File: src/rtl/csf_pkg.sv
/*
  Constants for the charger status register bank: offsets, bit positions,
  reset values and synchroniser depth.
  Assumes a single clock domain and a byte-wide register read port.
*/
package csf_pkg;

  localparam int unsigned ADDR_W   = 8;
  localparam int unsigned DATA_W   = 8;
  localparam int unsigned SYNC_LEN = 2;

  // Register offsets
  localparam logic [7:0] OFF_TIMER = 8'h1E;
  localparam logic [7:0] OFF_TEMP  = 8'h1F;
  localparam logic [7:0] OFF_FAULT = 8'h20;

  // Reset values
  localparam logic [7:0] RST_TIMER = 8'h00;
  localparam logic [7:0] RST_TEMP  = 8'h00;
  localparam logic [7:0] RST_FAULT = 8'h00;
  localparam logic [7:0] RD_IDLE   = 8'h00;

  // Timer status bit
  localparam int unsigned BIT_PRECHG = 1;

  // Temperature and low-battery bits
  localparam int unsigned BIT_BATLOW = 4;
  localparam int unsigned BIT_COLD   = 3;
  localparam int unsigned BIT_COOL   = 2;
  localparam int unsigned BIT_WARM   = 1;
  localparam int unsigned BIT_HOT    = 0;

  // Fault bits
  localparam int unsigned BIT_DISREG  = 7;
  localparam int unsigned BIT_BUSOVP  = 6;
  localparam int unsigned BIT_BATOVP  = 5;
  localparam int unsigned BIT_BUSOCP  = 4;
  localparam int unsigned BIT_BATOCP  = 3;
  localparam int unsigned BIT_CONVOCP = 2;
  localparam int unsigned BIT_IN2OVP  = 1;
  localparam int unsigned BIT_IN1OVP  = 0;

  // Number of live condition inputs
  localparam int unsigned N_COND = 14;

endpackage : csf_pkg

File: src/rtl/csf_status_regs.sv
/*
  Read-only charger status bank: timer, temperature zone and protection
  fault registers, read by byte address with a one-cycle registered reply.
  A level change reaches a read reply four clock edges after it happens, so a
  pulse shorter than one clock period may never be seen by the host.
  Unmapped offsets answer zero with RD_ERR; writes are taken and dropped.
  Bits are live images of their levels, so a read never clears them.
  Assumes condition inputs are live levels and the serial bus front end
  presents an address and a read strobe on CLK.
*/
// Operation
// Pre-charge timeout at timer bit 1
// Bit 4: battery too low for boost
// Bit 3: cold zone flag
// Bit 2: cool zone flag
// Bit 1: warm zone flag
// Bit 0 hot; bits 7-5 zero
// Fault bit 7: discharge current regulating
// Overvoltage bits 6, 5, 1, 0
// Overcurrent bits 4, 3, 2
// Temperature register at 1Fh, reset zero
// Fault register at 20h, reset zero
// Timer register at 1Eh, reset zero
// Bits track synchronised live levels
// Reserved bits zero, writes ignored
module csf_status_regs
  import csf_pkg::*;
(
  // Clock and reset
  input  wire logic              CLK,
  input  wire logic              RST_N,
  // Read request
  input  wire logic [ADDR_W-1:0] RD_ADDR,
  input  wire logic              RD_EN,
  // Write request, ignored
  input  wire logic [ADDR_W-1:0] WR_ADDR,
  input  wire logic [DATA_W-1:0] WR_DATA,
  input  wire logic              WR_EN,
  // Read reply
  output logic      [DATA_W-1:0] RD_DATA,
  output logic                   RD_VALID,
  output logic                   RD_ERR,
  // Condition levels
  input  wire logic              PRECHARGE_TIMEOUT_FLAG,
  input  wire logic              BATTERY_LOW_FOR_BOOST,
  input  wire logic              COLD_ZONE_FLAG,
  input  wire logic              COOL_ZONE_FLAG,
  input  wire logic              WARM_ZONE_FLAG,
  input  wire logic              HOT_ZONE_FLAG,
  input  wire logic              DISCHARGE_CURRENT_REGULATING,
  input  wire logic              BUS_INPUT_OVERVOLTAGE,
  input  wire logic              BATTERY_OVERVOLTAGE,
  input  wire logic              BUS_INPUT_OVERCURRENT,
  input  wire logic              BATTERY_OVERCURRENT,
  input  wire logic              CONVERTER_OVERCURRENT,
  input  wire logic              SECOND_INPUT_OVERVOLTAGE,
  input  wire logic              FIRST_INPUT_OVERVOLTAGE
);

  logic [N_COND-1:0] cond_raw;
  logic [N_COND-1:0] cond;

  // Synchronised condition levels, one name per status bit
  // The packed vector is read only by the unpacking below
  logic              precharge_sync;
  logic              low_batt_sync;
  logic              cold_sync;
  logic              cool_sync;
  logic              warm_sync;
  logic              hot_sync;
  logic              dis_reg_sync;
  logic              bus_ov_sync;
  logic              batt_ov_sync;
  logic              bus_oc_sync;
  logic              batt_oc_sync;
  logic              conv_oc_sync;
  logic              in2_ov_sync;
  logic              in1_ov_sync;

  logic [DATA_W-1:0] charge_timer_status;
  logic [DATA_W-1:0] temperature_boost_status;
  logic [DATA_W-1:0] protection_fault_status;
  logic [DATA_W-1:0] next_charge_timer_status;
  logic [DATA_W-1:0] next_temperature_boost_status;
  logic [DATA_W-1:0] next_protection_fault_status;

  logic [DATA_W-1:0] next_rd_data;
  logic              next_rd_valid;
  logic              next_rd_err;

  // Write port exists only so a bus write lands harmlessly
  // There is no storage behind these bits that a write could reach
  logic              wr_unused;
  assign wr_unused = WR_EN & (|WR_ADDR) & (|WR_DATA);

  assign cond_raw = {PRECHARGE_TIMEOUT_FLAG,
                     BATTERY_LOW_FOR_BOOST,
                     COLD_ZONE_FLAG,
                     COOL_ZONE_FLAG,
                     WARM_ZONE_FLAG,
                     HOT_ZONE_FLAG,
                     DISCHARGE_CURRENT_REGULATING,
                     BUS_INPUT_OVERVOLTAGE,
                     BATTERY_OVERVOLTAGE,
                     BUS_INPUT_OVERCURRENT,
                     BATTERY_OVERCURRENT,
                     CONVERTER_OVERCURRENT,
                     SECOND_INPUT_OVERVOLTAGE,
                     FIRST_INPUT_OVERVOLTAGE};

  // Analog levels arrive unrelated to CLK
  // Two flops trade two cycles of delay for a settled level
  csf_sync #(
    .WIDTH (N_COND)
  ) u_sync (
    .clk   (CLK),
    .rst_n (RST_N),
    .d     (cond_raw),
    .q     (cond)
  );

  // Unpacked in the order cond_raw was packed
  assign {precharge_sync,
          low_batt_sync,
          cold_sync,
          cool_sync,
          warm_sync,
          hot_sync,
          dis_reg_sync,
          bus_ov_sync,
          batt_ov_sync,
          bus_oc_sync,
          batt_oc_sync,
          conv_oc_sync,
          in2_ov_sync,
          in1_ov_sync} = cond;

  // Every image starts from its reset value, so reserved bits
  // can only ever read zero
  // Timer image: only the pre-charge bit is live; reads never clear it
  always_comb begin
    next_charge_timer_status             = RST_TIMER;
    next_charge_timer_status[BIT_PRECHG] = precharge_sync;
  end

  always_ff @(posedge CLK or negedge RST_N) begin
    if (!RST_N) begin
      charge_timer_status <= RST_TIMER;
    end else begin
      charge_timer_status <= next_charge_timer_status;
    end
  end

  // Temperature image; bits 7 to 5 keep their reset zero
  always_comb begin
    next_temperature_boost_status             = RST_TEMP;
    next_temperature_boost_status[BIT_BATLOW] = low_batt_sync;
    next_temperature_boost_status[BIT_COLD]   = cold_sync;
    next_temperature_boost_status[BIT_COOL]   = cool_sync;
    next_temperature_boost_status[BIT_WARM]   = warm_sync;
    next_temperature_boost_status[BIT_HOT]    = hot_sync;
  end

  always_ff @(posedge CLK or negedge RST_N) begin
    if (!RST_N) begin
      temperature_boost_status <= RST_TEMP;
    end else begin
      temperature_boost_status <= next_temperature_boost_status;
    end
  end

  // Fault image: over-voltage at 6, 5, 1, 0; over-current at 4, 3, 2
  always_comb begin
    next_protection_fault_status              = RST_FAULT;
    next_protection_fault_status[BIT_DISREG]  = dis_reg_sync;
    next_protection_fault_status[BIT_BUSOVP]  = bus_ov_sync;
    next_protection_fault_status[BIT_BATOVP]  = batt_ov_sync;
    next_protection_fault_status[BIT_BUSOCP]  = bus_oc_sync;
    next_protection_fault_status[BIT_BATOCP]  = batt_oc_sync;
    next_protection_fault_status[BIT_CONVOCP] = conv_oc_sync;
    next_protection_fault_status[BIT_IN2OVP]  = in2_ov_sync;
    next_protection_fault_status[BIT_IN1OVP]  = in1_ov_sync;
  end

  always_ff @(posedge CLK or negedge RST_N) begin
    if (!RST_N) begin
      protection_fault_status <= RST_FAULT;
    end else begin
      protection_fault_status <= next_protection_fault_status;
    end
  end

  // Read decode; unmapped offsets answer zero with an error flag
  // Reply comes one edge after the strobe; back to back reads allowed
  always_comb begin
    next_rd_data  = RD_IDLE;
    next_rd_valid = RD_EN;
    next_rd_err   = 1'b0;
    if (RD_EN) begin
      case (RD_ADDR)
        OFF_TIMER: next_rd_data = charge_timer_status;
        OFF_TEMP:  next_rd_data = temperature_boost_status;
        OFF_FAULT: next_rd_data = protection_fault_status;
        default:   next_rd_err  = 1'b1;
      endcase
    end
  end

  // Reply registered so every output leaves a flip-flop
  always_ff @(posedge CLK or negedge RST_N) begin
    if (!RST_N) begin
      RD_DATA  <= RD_IDLE;
      RD_VALID <= 1'b0;
      RD_ERR   <= 1'b0;
    end else begin
      RD_DATA  <= next_rd_data;
      RD_VALID <= next_rd_valid;
      RD_ERR   <= next_rd_err;
    end
  end

endmodule // csf_status_regs

File: src/rtl/csf_sync.sv
/*
  Two-flop level synchroniser, one bit per lane.
  Assumes inputs are slow levels from analog detection circuits.
*/
module csf_sync
  import csf_pkg::*;
#(
  parameter int unsigned WIDTH = 1
) (
  // Clock and reset
  input  wire logic             clk,
  input  wire logic             rst_n,
  // Levels
  input  wire logic [WIDTH-1:0] d,
  output logic      [WIDTH-1:0] q
);

  logic [WIDTH-1:0] meta;
  logic [WIDTH-1:0] next_meta;
  logic [WIDTH-1:0] next_q;

  // First stage feeds only the second
  always_comb begin
    next_meta = d;
    next_q    = meta;
  end

  always_ff @(posedge clk or negedge rst_n) begin
    if (!rst_n) begin
      meta <= '0;
      q    <= '0;
    end else begin
      meta <= next_meta;
      q    <= next_q;
    end
  end

endmodule // csf_sync

File: config.mk
export PLATFORM = sky130hd
export DESIGN_NAME = csf_status_regs
export DESIGN_NICKNAME = d
export VERILOG_FILES = /design/src/rtl/csf_pkg.sv /design/src/rtl/csf_status_regs.sv /design/src/rtl/csf_sync.sv
export SDC_FILE = /design/constraint.sdc
export NUM_CORES = 1
export LEC_CHECK = 0
export BUFFER_PORTS_ARGS = -buffer_cell sky130_fd_sc_hd__buf_2
export CAP_MARGIN = 15
export CORE_MARGIN = 4
export CORE_UTILIZATION = 51
export DETAILED_ROUTE_END_ITERATION = 6
export PLACE_DENSITY = 0.81
export SLEW_MARGIN = 20
export SYNTH_ARGS = -nofsm -noshare
export SYNTH_HDL_FRONTEND = slang
export SYNTH_SLANG_ARGS = --single-unit
File: constraint.sdc
create_clock -name CLK -period 2 [get_ports CLK]
set_input_delay 0.1 -clock CLK [delete_from_list [all_inputs] [get_ports CLK]]
set_output_delay 0.1 -clock CLK [all_outputs]
set_load 0.005 [all_outputs]
# Yosys cells after proc, flatten, opt, wreduce, memory -nomap -nowiden
# Index checks and enable logic that the tools add are counted.
# classes
add_sub_neg	0
mul	0
div	0
n_lt_le_gt_ge	0
eq_ne	3
shift	0
mux	4
bitwise	0
reduce_logical	1
# op_table
op	n
one-hot mux 8 bit (3 select lines)	1
== test 8 x 5 -> 1 bit, second input constant	2
== test 8 x 6 -> 1 bit, second input constant	1
two-way mux 8 bit	1
OR reduction 3 bit	1
two-way mux 1 bit	2
# word_totals
register_bits	52
latchBits	0
ram_bits	0
mem_bits_ro	0
in_bits	42
out_inout_bits	10
elab_cells	16
mem_count	0

# Logic depth before layout (Yosys ltp)
# Gate-level depths: netlist of the first run.
# logic_depth
word_depth	4
ltp_mapped	3
mapped_depth_nobuf	3

# Cells and area by module
# Synthesis of the first run repeated with hierarchy kept, for this count alone.
# hier_totals
hier_cells	82
area_unflattened_um2	1508.9
# by_module_without_submodules
module	n_inst	cells_per_inst	area_per_inst_um2
csf_status_regs	1	54	808.3
csf_sync	1	28	700.7

# Least setup slack after synthesis of the first run
# No wires, ideal clock.
# synth_path
path_type	input to register
startpoint	in RD_ADDR[7]
endpoint	reg RD_DATA[1]
setup_ns	0.065
t_arrival_ns	0.873
t_required_ns	1.935
slack_ns	1.062
stages	3
path_cell_list	or3b_4 nor4_2 a31o_1
# synth_between
elab_chain_cells	3
# synth_lines
element	line	rtl
from (decl)	csf_status_regs.sv:33	input wire logic [ADDR_W-1:0] RD_ADDR,
== test 8 x 6 -> 1 bit / == test 8 x 5 -> 1 bit (equally long branches)	csf_status_regs.sv:200	case (RD_ADDR)
one-hot mux 8 bit (3 select lines) *	csf_status_regs.sv:200	
two-way mux 8 bit *	csf_status_regs.sv:199	if (RD_EN) begin
named net next_rd_data[1]	csf_status_regs.sv:87	logic [DATA_W-1:0] next_rd_data;
to (signal assigned)	csf_status_regs.sv:216	RD_DATA <= next_rd_data;
to (decl)	csf_status_regs.sv:40	output logic [DATA_W-1:0] RD_DATA,
# The timed path passes the listed nets; every way through them passes the cells marked *.

# Worst setup path after layout of the first run
# layout_path
startpoint	in RD_EN
endpoint	reg RD_DATA[1]
# layout_between
elab_chain_cells	1
# layout_lines
element	line	rtl
from (decl)	csf_status_regs.sv:34	input wire logic RD_EN,
two-way mux 8 bit	csf_status_regs.sv:199	
named net next_rd_data[1]	csf_status_regs.sv:87	
# The timed path passes the listed nets, and every way through them passes these cells.

==> summary.md, run 1 <==
Compared with the post-synthesis result, the final layout area differs by 29.5%. The min-delay analysis places its worst path in the category primary input to flop. The run finished with clean final reports.

For the least setup slack across all paths after layout, the log shows 0.735 ns. The total overflow left after global routing is 0. The synthesized area was 1510 um2; the die height was 62.4 um.

The worst voltage drop across the vdd grid is 0.769 mV. In this run the worst setup path begins at RD_EN. The timing-limited maximum frequency is 790 MHz, and the first-pass detailed-route iteration total is 4. The setup path with the least slack is of type primary input to flop. The post-synthesis instance total was 82; the core area was 2780 um2.

The clock input transition at the sequential cells of the worst setup and hold paths is 0.13 ns. The signal on the critical path passes through dlygate4sd3_1 -> buf_2 -> or3b_4 -> nor4_2 -> a31o_1. Setup repair after global routing left no endpoint under its margin.

The tools report the number of top-level pins as 52. The final-layout setup total negative slack is 0 ns, and the worst path arrival time is 1.57 ns. After synthesis, the cell types taking the most area are sky130_fd_sc_hd__dfrtp_1 86%, sky130_fd_sc_hd__a21oi_1 1.7%, sky130_fd_sc_hd__and3_1 1.7%.

For this design the ratio of total power to cell area is 841 nW/um2. The post-route netlist has 33.1% of its cells at a drive strength greater than 1. The worst setup path is captured at a flop.

For the number of warnings printed during yosys synthesis, the log shows 0. The endpoint identified for the worst register-to-register timing path is RD_DATA[1]. Cells fill 70.3% of the core in the end.

Number of maximum-capacitance violations: 0. For the pin with the worst max-slew slack, the measured transition is 0.326 ns. After detailed placement, the design holds a cell count of 149.

In this run the worst path has a maximum fanout of 5. Counting the fill cells in the layout gives 186. For the required time reported for the critical path endpoint, the log shows 2.30 ns. Maximum level of the CTS H-tree: 2. The initialized floorplan defines 19 standard-cell rows.

TritonCTS built the clock tree. For the finished layout, the period the worst path requires is 1.27 ns. For this block, the routed nets add up to 2040 um of wire. Once the floorplan was initialized, standard cells occupied 54.3% of the core. In the final design database the tool counted 183 nets. For the number of clock sinks seen by CTS, the log shows 52. The number of clock buffers added by TritonCTS is 5.

For the unique cell type count in the Yosys netlist, the log shows 15. The startpoint identified for the worst register-to-register timing path is temperature_boost_status[1]. Measured against its own limit, the worst slew margin works out to 78.2%. Entering global routing, the biggest net connects 25 pins. Summed over all cells, the static leakage comes to 0.940 nW. Counting flops with a built-in enable in the synthesized netlist gives 0.

On the final layout, the worst clock skew is 0.00677 ns. The cell with the most instances after synthesis is sky130_fd_sc_hd__dfrtp_1. The post-synth net total came out at 124. The share of Yosys cell area claimed by the top area cell type is 86.2%.

After clock tree synthesis, the repair step resized 0 gates. Root buffer cell: sky130_fd_sc_hd__clkbuf_4. The floorplan step set the die width to 62.4 um. For this block, the initial DRC count from the detailed router was 38. Leaving out filler cells and counting taps, the final layout contains 173. For the estimated wirelength of the detail-placed design, the log shows 1380 um. Final hold analysis gives a worst-case slack of 0.0453 ns. The number of antenna cells inserted is 0. At the later pin of the worst-skew pair, clock insertion delay measures 0.36 ns.

In the routed layout, each cell is associated on average with a via count of 4.97. The largest total area in the synthesized netlist belongs to sky130_fd_sc_hd__dfrtp_1. The count of final max-slew check failures is 0, and the number of global-route vias before repair is 942. STA classifies the critical path startpoint as a primary input. In this run the worst setup path terminates at RD_DATA[1]. After synthesis, the most frequently instantiated cells are 52 x sky130_fd_sc_hd__dfrtp_1, 5 x sky130_fd_sc_hd__a21oi_1, 5 x sky130_fd_sc_hd__nand3_1. For this run, the leading register cell type out of synthesis is sky130_fd_sc_hd__dfrtp_1. In this run the post-CTS setup repair buffer count came out at 0. The number of cells on the worst reg-to-reg path is 3.

The number of nets with antenna violations after routing was 0. The part of the cycle the worst path needs came out at 63.3%. The largest single stage delay on the critical path is 0.52 ns.

The final-report setup violation count was 0; the aggregate global-route resource usage was 12.9%. The initial antenna violation count was 0; the total of flip-flops plus latches after synthesis was 52. Summing over every cut layer, the via total after detailed routing is 860. Mean area per synthesized cell: 18.4 um2.

For this run, the register share of the synthesized area comes to 86.2%. The detail-routed net length per standard cell was 11.8 um; the final number of hold-violating endpoints was 0. The clock passes through at most 2 buffers. The logs give 3800 um for the wire length of the first global-routing pass and 3890 um2 for the area of the die. The cell with the largest stage delay on the worst path was sky130_fd_sc_hd__dlygate4sd3_1. Of all flip-flops after synthesis, the portion carrying an async set or reset was 100%. The count of buffers from port buffering is 34.

Timing analysis after detailed placement gives a worst setup slack of 0.883 ns. Across all register-to-register paths, the minimum setup slack is 1.11 ns. In the routed design, unresolved DRC markers number 0. The routability-driven placement congestion ratio was 0.871.
## repair_timing
| action | 4_1_cts | 5_1_grt |
|---|---|---|
| setup endpoints to repair | 0 | 0 |
| hold buffers | 16 | 0 |
| endpoints found under the hold margin | 68 | 0 |
## worst min-delay path by stage
| stage | to | start | slack [ns] | cells after the start |
|---|---|---|---|---|
| 4_1_cts | RD_ERR | RD_ADDR[6] | 0.03 | 3 |
| 6_report | RD_ERR | RD_ADDR[6] | 0.05 | 3 |
| 5_1_grt | RD_DATA[0] | RD_ADDR[0] | 0.03 | 3 |
| 3_5_place_dp | protection_fault_status[3] | RST_N | -0.005 | 1 |
| 2_1_floorplan | RD_DATA[0] | RST_N | -0.20 | 0 |
| 3_3_place_gp | protection_fault_status[3] | RST_N | -0.01 | 1 |
## state kept, by name (all words and copies together) (netlist names)
signal and count:
u_sync.q 14, u_sync.meta 14, RD_VALID 1, temperature_boost_status 5, charge_timer_status 1, protection_fault_status 8
RD_DATA 8, RD_ERR 1
## worst max-delay path: cells and delay by family
kind | cells | cell delay [ns]
AND/OR/NAND/NOR | 2 | 0.68
buffers and inverters | 2 | 0.64
AO/OA/AOI/OAI | 1 | 0.14
## kinds of logic (layout without fill, tap and decap cells)
kind of cell / Yosys count / after routing / share of synthesized area, %
buffers and inverters: 0 / 60 / 0
AO/OA/AOI/OAI: 7 / 7 / 2.82
multiplexers: 1 / 1 / 0.663
AND/OR/NAND/NOR: 22 / 22 / 10.3
flip-flops: 52 / 52 / 86.2
## metal layers
| layer | GRT usage [%] | vias up | share of wire (%) |
|---|---|---|---|
| met3 | 7.37 | 9 | 11 |
| met2 | 20.5 | 46 | 48 |
| li1 | - | 401 | - |
| met4 | 7.69 | 0 | 3.1 |
| met1 | 13.0 | 404 | 37 |
| met5 | 0 | - | 0 |
## layout by cell type (no fill, tap or decap)
master / count
sky130_fd_sc_hd__dfrtp_1: 52
sky130_fd_sc_hd__clkinv_4: 1
sky130_fd_sc_hd__nor2b_1: 1
sky130_fd_sc_hd__clkbuf_4: 5
sky130_fd_sc_hd__buf_2: 34
sky130_fd_sc_hd__nand4_1: 4
sky130_fd_sc_hd__nor4b_4: 1
sky130_fd_sc_hd__buf_4: 2
sky130_fd_sc_hd__dlygate4sd3_1: 16
sky130_fd_sc_hd__and3_1: 4
sky130_fd_sc_hd__nand3_1: 5
sky130_fd_sc_hd__and2_1: 2
sky130_fd_sc_hd__a31o_1: 1
sky130_fd_sc_hd__a21oi_1: 5
sky130_fd_sc_hd__mux2i_1: 1
sky130_fd_sc_hd__nor4_2: 1
sky130_fd_sc_hd__nand2b_1: 1
sky130_fd_sc_hd__o41ai_1: 1
sky130_fd_sc_hd__clkinvlp_4: 2
sky130_fd_sc_hd__nor2_1: 2
sky130_fd_sc_hd__or3b_4: 1
## through the flow
stage	power [W]	instance area, um2
2_1_floorplan	0.00114	1510
3_3_place_gp	0.00119	1730
3_5_place_dp	0.00120	1730
4_1_cts	0.00167	1950
5_1_grt	0.00174	1950
6_report	0.00164	1950
## final cells by class
| cell class | instances | area (um2) | share of cell area [%] |
|---|---|---|---|
| clock buffer | 5 | 37.5 | 1.92 |
| timing repair buffer | 52 | 345 | 17.7 |
| sequential | 52 | 1300 | 66.6 |
| tap | 31 | 38.8 | 1.98 |
| multi-input combinational | 30 | 208 | 10.6 |
| clock inverter | 3 | 23.8 | 1.22 |
## report_power, final
| group | switching (W) | internal (W) | leakage (nW) |
|---|---|---|---|
| logic | 0.0000455 | 0.0000491 | 0.288 |
| registers | 0.0000105 | 0.00110 | 0.625 |
| clock network | 0.000304 | 0.000139 | 0.0274 |
(Power assumes the default switching activity.)
==> run 2: changes to the inputs <==
--- a/config.mk
+++ b/config.mk
@@ -8,9 +8,9 @@
 export BUFFER_PORTS_ARGS = -buffer_cell sky130_fd_sc_hd__buf_2
 export CAP_MARGIN = 15
 export CORE_MARGIN = 4
-export CORE_UTILIZATION = 51
+export CORE_UTILIZATION = 47
 export DETAILED_ROUTE_END_ITERATION = 6
-export PLACE_DENSITY = 0.81
+export PLACE_DENSITY = 0.76
 export SLEW_MARGIN = 20
 export SYNTH_ARGS = -nofsm -noshare
 export SYNTH_HDL_FRONTEND = slang
==> constraint.sdc (replaced) <==
create_clock -name CLK -period 1.3 [get_ports CLK]
set_input_delay 0.065 -clock CLK [delete_from_list [all_inputs] [get_ports CLK]]
set_output_delay 0.065 -clock CLK [all_outputs]
set_load 0.005 [all_outputs]
==> summary.md, run 2 (synthesis gave the netlist of run 1 again) <==
The run finished with clean final reports. The worst setup skew after layout was 0.0110 ns (was 0.00677 ns). The largest fanout on the critical path was 5 (unchanged); the final routed wirelength across all metal layers was 2010 um (was 2040 um). Classification of the worst setup path: primary input to flop (unchanged).

For the number of global-route vias before repair, the log shows 858 (was 942). For the number of antenna cells inserted, the log shows 0 (unchanged). The tools report the number of standard-cell rows in the floorplan as 20 (was 19). The logs give 3050 um2 (was 2780 um2) for the core area and 49.4% (was 54.3%) for the initial core utilization.

The area growth from synthesis to layout came out at 31.2% (was 29.5%). The fraction of layout cells with a size suffix above 1 was 32.1% (was 33.1%). The classification of the worst-slack hold path is primary input to flop (unchanged). The power density over cell area was 1300 nW/um2 (was 841 nW/um2). The endpoint class of the critical path is a flop (unchanged). The run gives 208 um2 (unchanged) as the footprint of the multi-input gates. The aggregate global-route resource usage came out at 11.6% (was 12.9%).

The insertion delay to the later sink of the worst-skew pair is 0.34 ns (was 0.36 ns). The worst voltage drop across the vdd grid is 0.805 mV (was 0.769 mV). The clock input transition at the sequential cells of the worst setup and hold paths came out at 0.13 ns (about the same). Leading registers by flop count: u_sync.meta (14), u_sync.q (14) (unchanged). The run gives 0 (unchanged) as the final number of hold-violating endpoints.

Setup repair after global routing left no endpoint under its margin. The run gives 4180 um2 (was 3890 um2) as the area of the die. The estimated wirelength of the detail-placed design was 1340 um (was 1380 um); the detail-routed net length per standard cell was 10.9 um (was 11.8 um). The post-route minimum period is 1.24 ns.

The post-CTS setup buffer count was 0 (unchanged). The count of buffers from port buffering was 34 (unchanged). Highest-count cells in the layout ignoring fill and taps: 52 x sky130_fd_sc_hd__dfrtp_1, 34 x sky130_fd_sc_hd__buf_2, 16 x sky130_fd_sc_hd__dlygate4sd3_1 (unchanged).

For the final-layout setup total negative slack, the log shows 0 ns (unchanged). Layout net count: 182 (was 183). The count of final max-slew check failures is 0 (unchanged). Root buffer cell: sky130_fd_sc_hd__clkbuf_4 (unchanged). The die height was 64.7 um (was 62.4 um).

The logs give 161 (was 149) for the number of placed instances with taps included and 1.54 ns (was 1.57 ns) for the worst path arrival time. The relative slew slack is 79.1% (was 78.2%). The logs give 0 (unchanged) for the post-cts repair resize count and 0 (unchanged) for the final-report setup violation count.

The logs give 847 (was 860) for the vias after detailed routing and 5 (unchanged) for the clock buffer count from CTS. The number of maximum-capacitance violations is 0 (unchanged), and the chip width is 64.7 um (was 62.4 um). TritonCTS built the clock tree.

The via count normalized by instance count is 4.60 (was 4.97), and the total power after layout is 0.00257 W (was 0.00164 W). Maximum buffer depth of the clock tree: 2 (unchanged). The non-filler instance count after layout is 184 (was 173). The number of hold buffers added after CTS came out at 16 (unchanged). The part of the cycle the worst path needs is 95.6%, and the leftover overflow at the end of global routing is 0 (unchanged). The wire length of the first global-routing pass is 3620 um (was 3800 um), and the maximum level of the CTS H-tree is 2 (unchanged). The tools report the first-pass detailed-route iteration total as 4 (unchanged). The startpoint type of the worst setup path is a primary input (unchanged).

The initial antenna violation count was 0 (unchanged). The count of unresolved DRC violations after routing came out at 0 (unchanged). The tools report the number of clock sinks seen by CTS as 52 (unchanged).

The commonest non-fill, non-tap cell in the layout was sky130_fd_sc_hd__dfrtp_1 (unchanged). The number of top-level pins is 52 (unchanged), and the largest net degree at the start of global routing is 53 (was 25). The leakage power total came out at 0.950 nW (was 0.940 nW). Timing would allow up to 805 MHz. The logs give 47 (was 38) for the number of DRC markers in iteration 0 and 229 (was 186) for the layout filler cell count. Number of nets with antenna violations after routing: 0 (unchanged). For the required time reported for the critical path endpoint, the log shows 1.59 ns (was 2.30 ns).

The slew at the pin closest to its max-slew limit works out to 0.313 ns (was 0.326 ns). Routability-driven placement congestion ratio: 0.876 (was 0.871). The final core utilization was 64.8% (was 70.3%); the storage element area was 1300 um2 (unchanged).
run 2: cell types whose count changed in the layout (fill, tap and decap cells not counted):
cell                         before  now
sky130_fd_sc_hd__clkinvlp_4       2    0
sky130_fd_sc_hd__clkbuf_8         0    2
sky130_fd_sc_hd__clkinv_4         1    0
sky130_fd_sc_hd__buf_12           0    1
sky130_fd_sc_hd__buf_4            2    0
run 2: worst max-delay path: stages:
cell and delay (ns):
sky130_fd_sc_hd__dlygate4sd3_1 0.52, sky130_fd_sc_hd__buf_2 0.13, sky130_fd_sc_hd__or3b_4 0.42, sky130_fd_sc_hd__nor4_2 0.28
sky130_fd_sc_hd__a31o_1 0.13
run 2: worst paths after layout:
path	startpoint	end	slack, ns	cells after the start
max in group asynchronous	RST_N	u_sync.q[7]	0.84	3
max reg2reg	temperature_boost_status[1]	RD_DATA[1]	0.41	3
min	RD_ADDR[6]	RD_ERR	0.02	3
min in group asynchronous	RST_N	u_sync.meta[2]	0.24	3
min reg2reg	u_sync.q[5]	protection_fault_status[5]	0.35	0
max	RD_EN	RD_DATA[1]	0.06	5
run 2: layer usage:
metal	vias to the layer above	share of wire [%]	global-route usage (%)
met1	394	40	12.6
met2	49	47	18.7
met4	0	1.9	5.28
li1	398	-	-
met3	6	11	6.07
met5	-	0	0
run 2: stage by stage:
| stage | hold slack [ns] | area [um2] | worst slack [ns] |
|---|---|---|---|
| global route | 0.0248 | 1980 | 0.0305 |
| floorplan | -0.231 | 1510 | 0.397 |
| detailed placement | 0.0707 | 1750 | 0.213 |
| global placement | 0.0606 | 1750 | 0.231 |
| CTS | 0.00927 | 1980 | 0.0662 |
| finish | 0.0247 | 1980 | 0.0575 |
run 2: power breakdown:
group	internal, W	switching [W]
Clock	0.000307	0.000413
Sequential	0.00169	0.0000169
Combinational	0.0000779	0.0000702
run 2: area by class of cell:
type                       instances  share of cell area (%)
tap                               44                    2.78
multi-input combinational         30                    10.5
sequential                        52                    65.7
clock buffer                       7                    3.29
timing repair buffer              51                    17.7
